`config.mk`:
```
export PLATFORM = sky130hd
export DESIGN_NAME = ds3_tx_maintenance_overhead
export DESIGN_NICKNAME = d
export VERILOG_FILES = /design/src/inc/ds3_maint_pkg.sv /design/src/core/ds3_pattern_gen.sv /design/src/core/ds3_tx_maintenance_overhead.sv
export SDC_FILE = /design/constraint.sdc
export NUM_CORES = 1
export LEC_CHECK = 0
export ABC_CLOCK_PERIOD_IN_PS = 2860
export BUFFER_PORTS_ARGS = -buffer_cell sky130_fd_sc_hd__buf_4
export CORE_MARGIN = 2
export CORE_UTILIZATION = 47
export DETAILED_ROUTE_END_ITERATION = 12
export PLACE_DENSITY = 0.9
export SLEW_MARGIN = 20
export SYNTH_ARGS = -nofsm -noshare
export SYNTH_HDL_FRONTEND = slang
export SYNTH_SLANG_ARGS = --single-unit
```
`constraint.sdc`:
```
create_clock -name clk_i -period 2.86 [get_ports clk_i]
set_input_delay 0.858 -clock clk_i [delete_from_list [all_inputs] [get_ports clk_i]]
set_output_delay 0.858 -clock clk_i [all_outputs]
set_load 0.02 [all_outputs]
```
`src/inc/ds3_maint_pkg.sv`:
```
// Constants for the DS3 transmit maintenance and overhead override block.
// Operation
// - Yellow command forces all X-bits to zero.
// - Yellow ignored under LOS, AIS or idle.
// - Force-high command sets all X-bits to one.
// - Force-high ignored under LOS, AIS, idle, yellow.
// - Idle: CP-bits zero, X one, 1100 payload.
// - Idle ignored under LOS or AIS.
// - AIS: C-bits zero, X one, 1010 payload.
// - Simulated LOS sends an all-zero line.
// - Receive LOS raises yellow when enabled.
// - Receive OOF raises yellow when enabled.
// - Receive AIS raises yellow when enabled.
package ds3_maint_pkg;

	// -----------------------------------------------------------------
	// Register map
	// -----------------------------------------------------------------
	localparam logic [7:0] CFG_ADDR    = 8'h30;
	localparam logic [7:0] CFG_RESET   = 8'h07;
	localparam logic [7:0] RDATA_NONE  = 8'h00;
	localparam int         BIT_YELLOW  = 7;
	localparam int         BIT_XHIGH   = 6;
	localparam int         BIT_IDLE    = 5;
	localparam int         BIT_AIS     = 4;
	localparam int         BIT_LOS     = 3;
	localparam int         BIT_ON_LOS  = 2;
	localparam int         BIT_ON_OOF  = 1;
	localparam int         BIT_ON_AIS  = 0;

	// -----------------------------------------------------------------
	// Overhead bit classes presented with each stream bit
	// -----------------------------------------------------------------
	typedef enum logic [2:0]
	{
		BK_PAYLOAD = 3'b000,
		BK_X       = 3'b001,
		BK_C       = 3'b010,
		BK_CP      = 3'b011,
		BK_MFP     = 3'b100
	} bit_kind_e;

	// Payload fill patterns, sent most significant bit first.
	localparam int                FILL_W   = 4;
	localparam logic [FILL_W-1:0] IDLE_PAT = 4'hC;
	localparam logic [FILL_W-1:0] AIS_PAT  = 4'hA;

endpackage : ds3_maint_pkg

```
`src/core/ds3_pattern_gen.sv`:
```
// Repeating multi-bit payload pattern generator for idle and AIS fill.
`timescale 1ns/100ps
module ds3_pattern_gen
#(
	parameter int PAT_W = 4
)
(
	input  wire logic             clk_i,
	input  wire logic             srst_i,
	input  wire logic             adv_i,
	input  wire logic [PAT_W-1:0] pat_i,
	output logic                  bit_o
);
	localparam int              PH_W    = $clog2(PAT_W);
	localparam logic [PH_W-1:0] PH_LAST = PH_W'(PAT_W - 1);

	logic [PH_W-1:0] phase_q;

	// Phase restarts at reset so the pattern opens with its first bit after reset, not at each fill start.
	always_ff @(posedge clk_i)
	begin
		if (srst_i)
			phase_q <= '0;
		else if (adv_i)
			phase_q <= (phase_q == PH_LAST) ? '0 : PH_W'(phase_q + 1'b1);
	end

	// The pattern is sent from its most significant bit down.
	assign bit_o = pat_i[PH_LAST - phase_q];
endmodule : ds3_pattern_gen

```
`src/core/ds3_tx_maintenance_overhead.sv`:
```
// Transmit maintenance signal and overhead override for one DS3 channel.
`timescale 1ns/100ps
module ds3_tx_maintenance_overhead
(
	input  wire logic                          clk_i,
	input  wire logic                          srst_i,
	input  wire logic [7:0]                    addr_i,
	input  wire logic [7:0]                    wdata_i,
	input  wire logic                          wr_i,
	input  wire logic                          rd_i,
	output logic      [7:0]                    rdata_o,
	input  wire logic                          rx_los_i,
	input  wire logic                          rx_oof_i,
	input  wire logic                          rx_ais_i,
	input  wire logic                          bit_valid_i,
	input  wire logic                          bit_i,
	input  wire ds3_maint_pkg::bit_kind_e      bit_kind_i,
	output logic                               bit_valid_o,
	output logic                               bit_o,
	output logic                               remote_alarm_o
);
	import ds3_maint_pkg::*;

	// -----------------------------------------------------------------
	// Configuration register
	// -----------------------------------------------------------------
	logic [7:0] cfg_q;
	logic [7:0] rdata_q;
	wire        sel = (addr_i == CFG_ADDR);
	// Writes to any other address are dropped here and leave the register alone.
	wire        cfg_we = wr_i && sel;

	always_ff @(posedge clk_i)
	begin
		if (srst_i)
			cfg_q <= CFG_RESET;
		else if (cfg_we)
			cfg_q <= wdata_i;
	end

	// Unmapped addresses read as zero, so software probing the map sees no ghost copies.
	// The read data hold until the next read strobe.
	wire [7:0]  rdata_d = sel ? cfg_q : RDATA_NONE;

	always_ff @(posedge clk_i)
	begin
		if (srst_i)
			rdata_q <= RDATA_NONE;
		else if (rd_i)
			rdata_q <= rdata_d;
	end
	assign rdata_o = rdata_q;

	// -----------------------------------------------------------------
	// Command priority
	// -----------------------------------------------------------------
	wire simulate_signal_loss          = cfg_q[BIT_LOS];
	wire send_alarm_indication_pattern = cfg_q[BIT_AIS] && !simulate_signal_loss;
	wire send_idle                     = cfg_q[BIT_IDLE] && !cfg_q[BIT_LOS] && !cfg_q[BIT_AIS];
	wire override_any                  = cfg_q[BIT_LOS] || cfg_q[BIT_AIS] || cfg_q[BIT_IDLE];

	wire remote_alarm_on_signal_loss      = cfg_q[BIT_ON_LOS] && rx_los_i;
	wire remote_alarm_on_frame_loss       = cfg_q[BIT_ON_OOF] && rx_oof_i;
	wire remote_alarm_on_alarm_indication = cfg_q[BIT_ON_AIS] && rx_ais_i;
	wire auto_yellow = remote_alarm_on_signal_loss || remote_alarm_on_frame_loss
		|| remote_alarm_on_alarm_indication;

	// Priority from the top: simulated loss of signal, AIS, idle, yellow (manual
	// or automatic), force-high. Each command is masked by every one above it, so
	// the line never carries a mix of two maintenance patterns.
	// Auto alarm is level-driven, so it ends as soon as the receive condition clears.
	wire yellow  = (cfg_q[BIT_YELLOW] || auto_yellow) && !override_any;
	wire x_high  = cfg_q[BIT_XHIGH] && !override_any && !cfg_q[BIT_YELLOW];

	// -----------------------------------------------------------------
	// Payload fill pattern
	// -----------------------------------------------------------------
	// The fill phase counts every payload bit since reset, fill or not, so it does
	// not restart when a fill command is set; this keeps the generator free of any
	// dependence on the command history.
	wire              fill_bit;
	wire [FILL_W-1:0] fill_pat = send_alarm_indication_pattern ? AIS_PAT : IDLE_PAT;
	wire              is_pay   = (bit_kind_i == BK_PAYLOAD);

	ds3_pattern_gen
	#(
		.PAT_W  (FILL_W)
	)
	u_pat
	(
		.clk_i  (clk_i),
		.srst_i (srst_i),
		.adv_i  (bit_valid_i && is_pay),
		.pat_i  (fill_pat),
		.bit_o  (fill_bit)
	);

	// -----------------------------------------------------------------
	// Bit override
	// -----------------------------------------------------------------
	logic out_d;
	always_comb
	begin
		out_d = bit_i;
		if (simulate_signal_loss)
			out_d = 1'b0;
		else if (send_alarm_indication_pattern)
		begin
			unique case (bit_kind_i)
				BK_PAYLOAD: out_d = fill_bit;
				BK_X:       out_d = 1'b1;
				BK_C, BK_CP: out_d = 1'b0;
				default:    out_d = bit_i;
			endcase
		end
		else if (send_idle)
		begin
			unique case (bit_kind_i)
				BK_PAYLOAD: out_d = fill_bit;
				BK_X:       out_d = 1'b1;
				BK_CP:      out_d = 1'b0;
				default:    out_d = bit_i;
			endcase
		end
		else if (bit_kind_i == BK_X)
		begin
			if (yellow)
				out_d = 1'b0;
			else if (x_high)
				out_d = 1'b1;
		end
	end

	// -----------------------------------------------------------------
	// Line output registers
	// -----------------------------------------------------------------
	logic valid_q;
	logic bit_q;
	logic alarm_q;

	// The valid flag follows every taken bit one cycle later, so the line side
	// sees exactly the spacing of the incoming stream.
	always_ff @(posedge clk_i)
	begin
		if (srst_i)
			valid_q <= 1'b0;
		else
			valid_q <= bit_valid_i;
	end

	// The line bit holds between valid bits, so a gap in the stream shows no
	// spurious mark to the line interface.
	always_ff @(posedge clk_i)
	begin
		if (srst_i)
			bit_q <= 1'b0;
		else if (bit_valid_i)
			bit_q <= out_d;
	end

	// The alarm flag is the effective yellow state, manual or automatic, after
	// the higher-priority commands have masked it.
	always_ff @(posedge clk_i)
	begin
		if (srst_i)
			alarm_q <= 1'b0;
		else
			alarm_q <= yellow;
	end

	assign bit_valid_o    = valid_q;
	assign bit_o          = bit_q;
	assign remote_alarm_o = alarm_q;
endmodule : ds3_tx_maintenance_overhead

```
==> results of run 1 <==
[cell families (layout without fill, tap and decap cells)]
logic type,Yosys count,after routing,share of synthesized area
flops,21,21,0.4216
fa+ha+maj,1,1,0.01255
mux,7,7,0.07027
simple gates,45,45,0.2861
compound gates,21,21,0.1669
buf+inv,5,44,0.04266
[power by group through the flow]
stage | Sequential [uW] | Combinational [uW] | Clock, uW
floorplan | 308 | 19.6 | 0
global placement | 305 | 60.6 | 0
detailed placement | 305 | 62.3 | 0
CTS | 298 | 62.4 | 152
global route | 298 | 67.6 | 161
finish | 298 | 62.2 | 150
[cell usage after synthesis (3+ instances only)]
cell type / instances
mux2i_1: 7
dfxtp_1: 21
nor2_2: 8
a211o_1: 3
and3_2: 3
nor2_1: 8
nand2_1: 4
nor2b_1: 8
a21oi_2: 8
[per-stage QoR]
stage	setup WS (ns)	utilization
after floorplan	0.6000	-
after global placement	0.4509	0.6465
after detailed placement	0.3853	0.6465
after CTS	0.7347	0.6597
after global routing	0.6775	0.6597
final	0.7405	0.6597
[path summary, 6_finish.rpt]
check / startpoint / end / slack [ns] / cells past startpoint
min: u_pat.phase_q[0] / u_pat.phase_q[0] / 0.52 / 2
min reg2reg: u_pat.phase_q[0] / u_pat.phase_q[0] / 0.52 / 2
max: addr_i[3] / cfg_q[0] / 0.74 / 5
max reg2reg: cfg_q[3] / bit_o / 1.45 / 5
[flip-flops by register name, indices dropped and copies added, names as in the netlist]
signal / count
bit_o: 1
rdata_o: 8
u_pat.phase_q: 2
bit_valid_o: 1
remote_alarm_o: 1
cfg_q: 8
[worst max-delay path: cells and delay by family]
| family | cells | cell delay (ns) |
|---|---|---|
| compound gates | 1 | 0.31 |
| buf+inv | 1 | 0.11 |
| simple gates | 3 | 1.06 |
[cell type report]
cell class                      instances  area, um^2
Fill cell                             168       674.4
Multi-Input combinational cell         74       534.3
Sequential cell                        21       420.4
Timing Repair Buffer                   38       285.3
Tap cell                               27       33.78
Clock buffer                            4       26.28
Inverter                                2       7.507
[routing by layer]
metal | vias to the layer above | routed length [um] | track usage
li1 | 434 | - | -
met1 | 392 | 874 | 0.2212
met2 | 20 | 1098 | 0.3246
met3 | 9 | 66 | 0.01818
met4 | 0 | 86 | 0.1296
met5 | - | 0 | 0
==> flow_metrics.py, run 1 <==
metrics = {
    "synthesis": {
        "yosysSeqAreaShare": 0.4216,
        "yosys_register_bits": 21,
        "syn_inst": 100,
        "synth_cell_type_count": 33,
        "ys_warn_count": 0,
        "synth_edf_count": 0,
        "synth.avg_cell_area_um2": 9.972,
        "synthFlopType": "dfxtp_1",
        "synth_area_um2": 997.2,
        "synthArstFlopShare": 0,
        "synth_area_leaders": "dfxtp_1, a21oi_2, mux2i_1, nor2_2, nor2b_1",
        "synth_top_cell_area_share": 0.4216,
        "synth_area_leader_cell": "dfxtp_1",
        "synth_nets": 129,
    },
    "clock_network": {
        "cts.clk_slew.worst_paths_ns": 0.12,
        "cts_made_buffers": 3,
        "clock_latency_ns": 0.32,
        "cts_resized": 0,
        "cts_tree": "built",
        "cts_buffer_depth": 2,
        "cts_htree_levels": 1,
        "root_buffer": "clkbuf_4",
        "cts_sinks": 21,
        "cts_hold_buf": 0,
        "cts_setup_buffers": 0,
    },
    "worst_setup_path": {
        "cp_slowest_cell": "or4_4",
        "required_ns": 3.08,
        "startpoint_type": "primary input",
        "path_cells": "buf_4 > or4_4 > nor4_4 > nand2_4 > a211o_1",
        "worstPathArrival_ns": 2.34,
        "cp-end-kind": "flop",
        "crit_fanout": 8,
        "critPathMaxStageDelay_ns": 0.53,
        "crit_type": "in2reg",
    },
    "sta": {
        "rsz0062_at_grt": "no",
        "fin_tns_setup_ns": 0,
        "hold_viol_final": 0,
        "setup_viol": 0,
        "max_slew_margin": 0.7347,
        "fin_crit_ns": 2.119,
        "fin_crit_sh": 0.7411,
        "skew_ns": 0.006932,
        "fmax_mhz": 471.8,
        "worstMarginPinSlew_ns": 0.3950,
        "slew_viol_final": 0,
        "timing.hold.ws_ns": 0.5173,
    },
    "route": {
        "first_pass_iters": 3,
        "drt-vias-per-instance": 5.151,
        "wl_per_cell_um": 12.80,
        "wl_mm": 2.125,
        "drt_iter0_markers": 6,
        "drcViolationCount": 0,
        "vias": 855,
        "drtAntennaViolNets": 0,
    },
    "cells_and_area": {
        "nNetsFinal": 169,
        "area_growth_pct": 31.12,
        "final_common_cell": "buf_4",
        "instances_no_fill": 166,
        "antenna_cells": 0,
        "final_cell_area_um2": 1308,
        "drive_gt1_frac": 0.4604,
        "mostFrequentLayoutCells": "buf_4, dfxtp_1",
    },
    "power_and_ir_drop": {
        "p_leak_uw": 0.0006054,
        "power_frac_clock": 0.293,
        "seqPwrFrac": 0.585,
        "share_comb_of_total_power": 0.122,
        "p_sw_uw": 124.0,
        "total_power_uw": 509.7,
        "p_sw_frac": 0.2432,
        "p_int_uw": 385.7,
        "peakVddDrop_v": 0.0002122,
        "p_per_area_nw_per_um2": 389.8,
    },
    "placed_design": {
        "port_buffers": 38,
        "dp_hpwl_mm": 1.670,
        "gp_congestion": 0.7350,
        "placed_cell_area_um2": 1281,
        "place_inst": 162,
    },
    "die": {
        "die_w_um": 50.06,
        "start_util": 0.5032,
        "io_pins": 39,
        "core-area_um2": 1982,
        "die_h_um": 50.06,
        "die_area_um2": 2506,
        "rows": 16,
    },
    "global_routing": {
        "grt_pass1_wl_mm": 3.622,
        "overflow": 0,
        "grt_use_total": 0.1901,
        "antenna_found_initial": 0,
        "grt_pass1_vias": 851,
        "grt_start_max_net_pins": 22,
    },
    "outcome": {
        "status": "finished clean",
    },
    "min_path": {
        "hold_path_class": "reg2reg",
    },
    "flow_run": {
        "maxCapViolations": 0,
    },
}
No activity file was read; power rests on OpenSTA's default activity.
==> inputs of run 2 (changes only) <==
--- a/config.mk
+++ b/config.mk
@@ -5,12 +5,12 @@
 export SDC_FILE = /design/constraint.sdc
 export NUM_CORES = 1
 export LEC_CHECK = 0
-export ABC_CLOCK_PERIOD_IN_PS = 2860
+export ABC_CLOCK_PERIOD_IN_PS = 1880
 export BUFFER_PORTS_ARGS = -buffer_cell sky130_fd_sc_hd__buf_4
 export CORE_MARGIN = 2
-export CORE_UTILIZATION = 47
+export CORE_UTILIZATION = 42
 export DETAILED_ROUTE_END_ITERATION = 12
-export PLACE_DENSITY = 0.9
+export PLACE_DENSITY = 0.85
 export SLEW_MARGIN = 20
 export SYNTH_ARGS = -nofsm -noshare
 export SYNTH_HDL_FRONTEND = slang
==> constraint.sdc (replaced) <==
create_clock -name clk_i -period 1.88 [get_ports clk_i]
set_input_delay 0.564 -clock clk_i [delete_from_list [all_inputs] [get_ports clk_i]]
set_output_delay 0.564 -clock clk_i [all_outputs]
set_load 0.02 [all_outputs]
==> flow_metrics.py, run 2 (synthesized netlist as in run 1, its figures left out) <==
metrics = {
    "sta": {
        "slew_viol_final": 0,
        "setup_viol": 0,
        "worstMarginPinSlew_ns": 0.3503,
        "timing.hold.ws_ns": 0.4841,
        "fmax_mhz": 546.6,
        "skew_ns": 0.005971,
        "rsz0062_at_grt": "no",
        "fin_crit_sh": 0.9731,
        "hold_viol_final": 0,
        "max_slew_margin": 0.7647,
        "fin_crit_ns": 1.829,
        "fin_tns_setup_ns": 0,
    },
    "clock_network": {
        "cts_setup_buffers": 0,
        "cts_hold_buf": 0,
        "cts_buffer_depth": 2,
        "clock_latency_ns": 0.30,
        "cts.clk_slew.worst_paths_ns": 0.12,
        "cts_sinks": 21,
        "root_buffer": "clkbuf_4",
        "cts_made_buffers": 3,
        "cts_tree": "built",
        "cts_htree_levels": 1,
        "cts_resized": 0,
    },
    "cells_and_area": {
        "n_fill_cell": 207,
        "nNetsFinal": 169,
        "antenna_cells": 0,
        "final_cell_area_um2": 1309,
        "area_growth_pct": 31.24,
        "drive_gt1_frac": 0.4604,
        "final_common_cell": "buf_4",
        "mostFrequentLayoutCells": "buf_4, dfxtp_1",
    },
    "outcome": {
        "status": "finished clean",
    },
    "route": {
        "drtAntennaViolNets": 0,
        "drt_iter0_markers": 12,
        "wl_mm": 2.036,
        "wl_per_cell_um": 12.19,
        "drt-vias-per-instance": 5.156,
        "drcViolationCount": 0,
        "first_pass_iters": 5,
        "vias": 861,
    },
    "die": {
        "io_pins": 39,
        "die_h_um": 52.73,
        "core-area_um2": 2233,
        "rows": 17,
        "start_util": 0.4465,
        "die_area_um2": 2780,
        "die_w_um": 52.73,
    },
    "placed_design": {
        "port_buffers": 38,
        "gp_congestion": 0.7351,
        "dp_hpwl_mm": 1.602,
        "placed_cell_area_um2": 1282,
    },
    "global_routing": {
        "antenna_found_initial": 0,
        "grt_use_total": 0.1635,
        "grt_pass1_vias": 777,
        "overflow": 0,
        "grt_pass1_wl_mm": 3.325,
        "grt_start_max_net_pins": 22,
    },
    "min_path": {
        "hold_path_class": "in2reg",
    },
    "worst_setup_path": {
        "cp-end-kind": "flop",
        "startpoint_type": "primary input",
        "crit_type": "in2reg",
        "worstPathArrival_ns": 2.02,
        "crit_fanout": 8,
        "required_ns": 2.07,
    },
    "power_and_ir_drop": {
        "peakVddDrop_v": 0.0003351,
        "p_per_area_nw_per_um2": 583.4,
        "p_leak_uw": 0.0006063,
    },
    "flow_run": {
        "maxCapViolations": 0,
    },
}
-- run 2: cell counts in the layout (fill, tap and decap cells not counted) --
No cell type changed its count.
-- run 2: final timing paths --
| path | from | end | slack [ns] | cells past startpoint |
|---|---|---|---|---|
| max | addr_i[3] | cfg_q[0] | 0.05 | 5 |
| min | wdata_i[3] | cfg_q[3] | 0.48 | 3 |
| max reg2reg | cfg_q[5] | bit_o | 0.43 | 5 |
| min reg2reg | u_pat.phase_q[0] | u_pat.phase_q[0] | 0.53 | 2 |
-- run 2: stage by stage --
step	utilization	total power [uW]	instances	setup WS, ns
floorplan	-	498.2	100	-0.08423
global placement	0.5742	555.6	163	-0.2332
detailed placement	0.5742	558.5	163	-0.2859
CTS	0.5860	774.4	167	0.04778
global route	0.5860	797.1	167	0.006420
finish	0.5860	763.5	167	0.05061
-- run 2: power by group --
group	switching, uW	internal (uW)	total, uW
logic	41.7	53.3	95.0
registers	3.28	450	453
clock network	132	82.6	215
-- run 2: critical path: stages --
cell and delay, ns:
buf_4 0.11, or4_4 0.53, nor4_4 0.35, nand2_4 0.15, a211o_1 0.32
-- run 2: per-layer routing --
metal / GRT usage / up-vias / routed length [um]
met5: 0 / - / 0
met3: 0.01714 / 4 / 70
met2: 0.2958 / 21 / 1063
met4: 0.06410 / 0 / 40
li1: - / 435 / -
met1: 0.1950 / 401 / 862
-- run 2: cell type report --
| class | count | area (um^2) | area share |
|---|---|---|---|
| Multi-Input combinational cell | 74 | 534.3 | 0.4082 |
| Timing Repair Buffer | 38 | 285.3 | 0.2180 |
| Tap cell | 28 | 35.03 | 0.02677 |
| Sequential cell | 21 | 420.4 | 0.3212 |
| Clock buffer | 4 | 26.28 | 0.02008 |
| Inverter | 2 | 7.507 | 0.005736 |
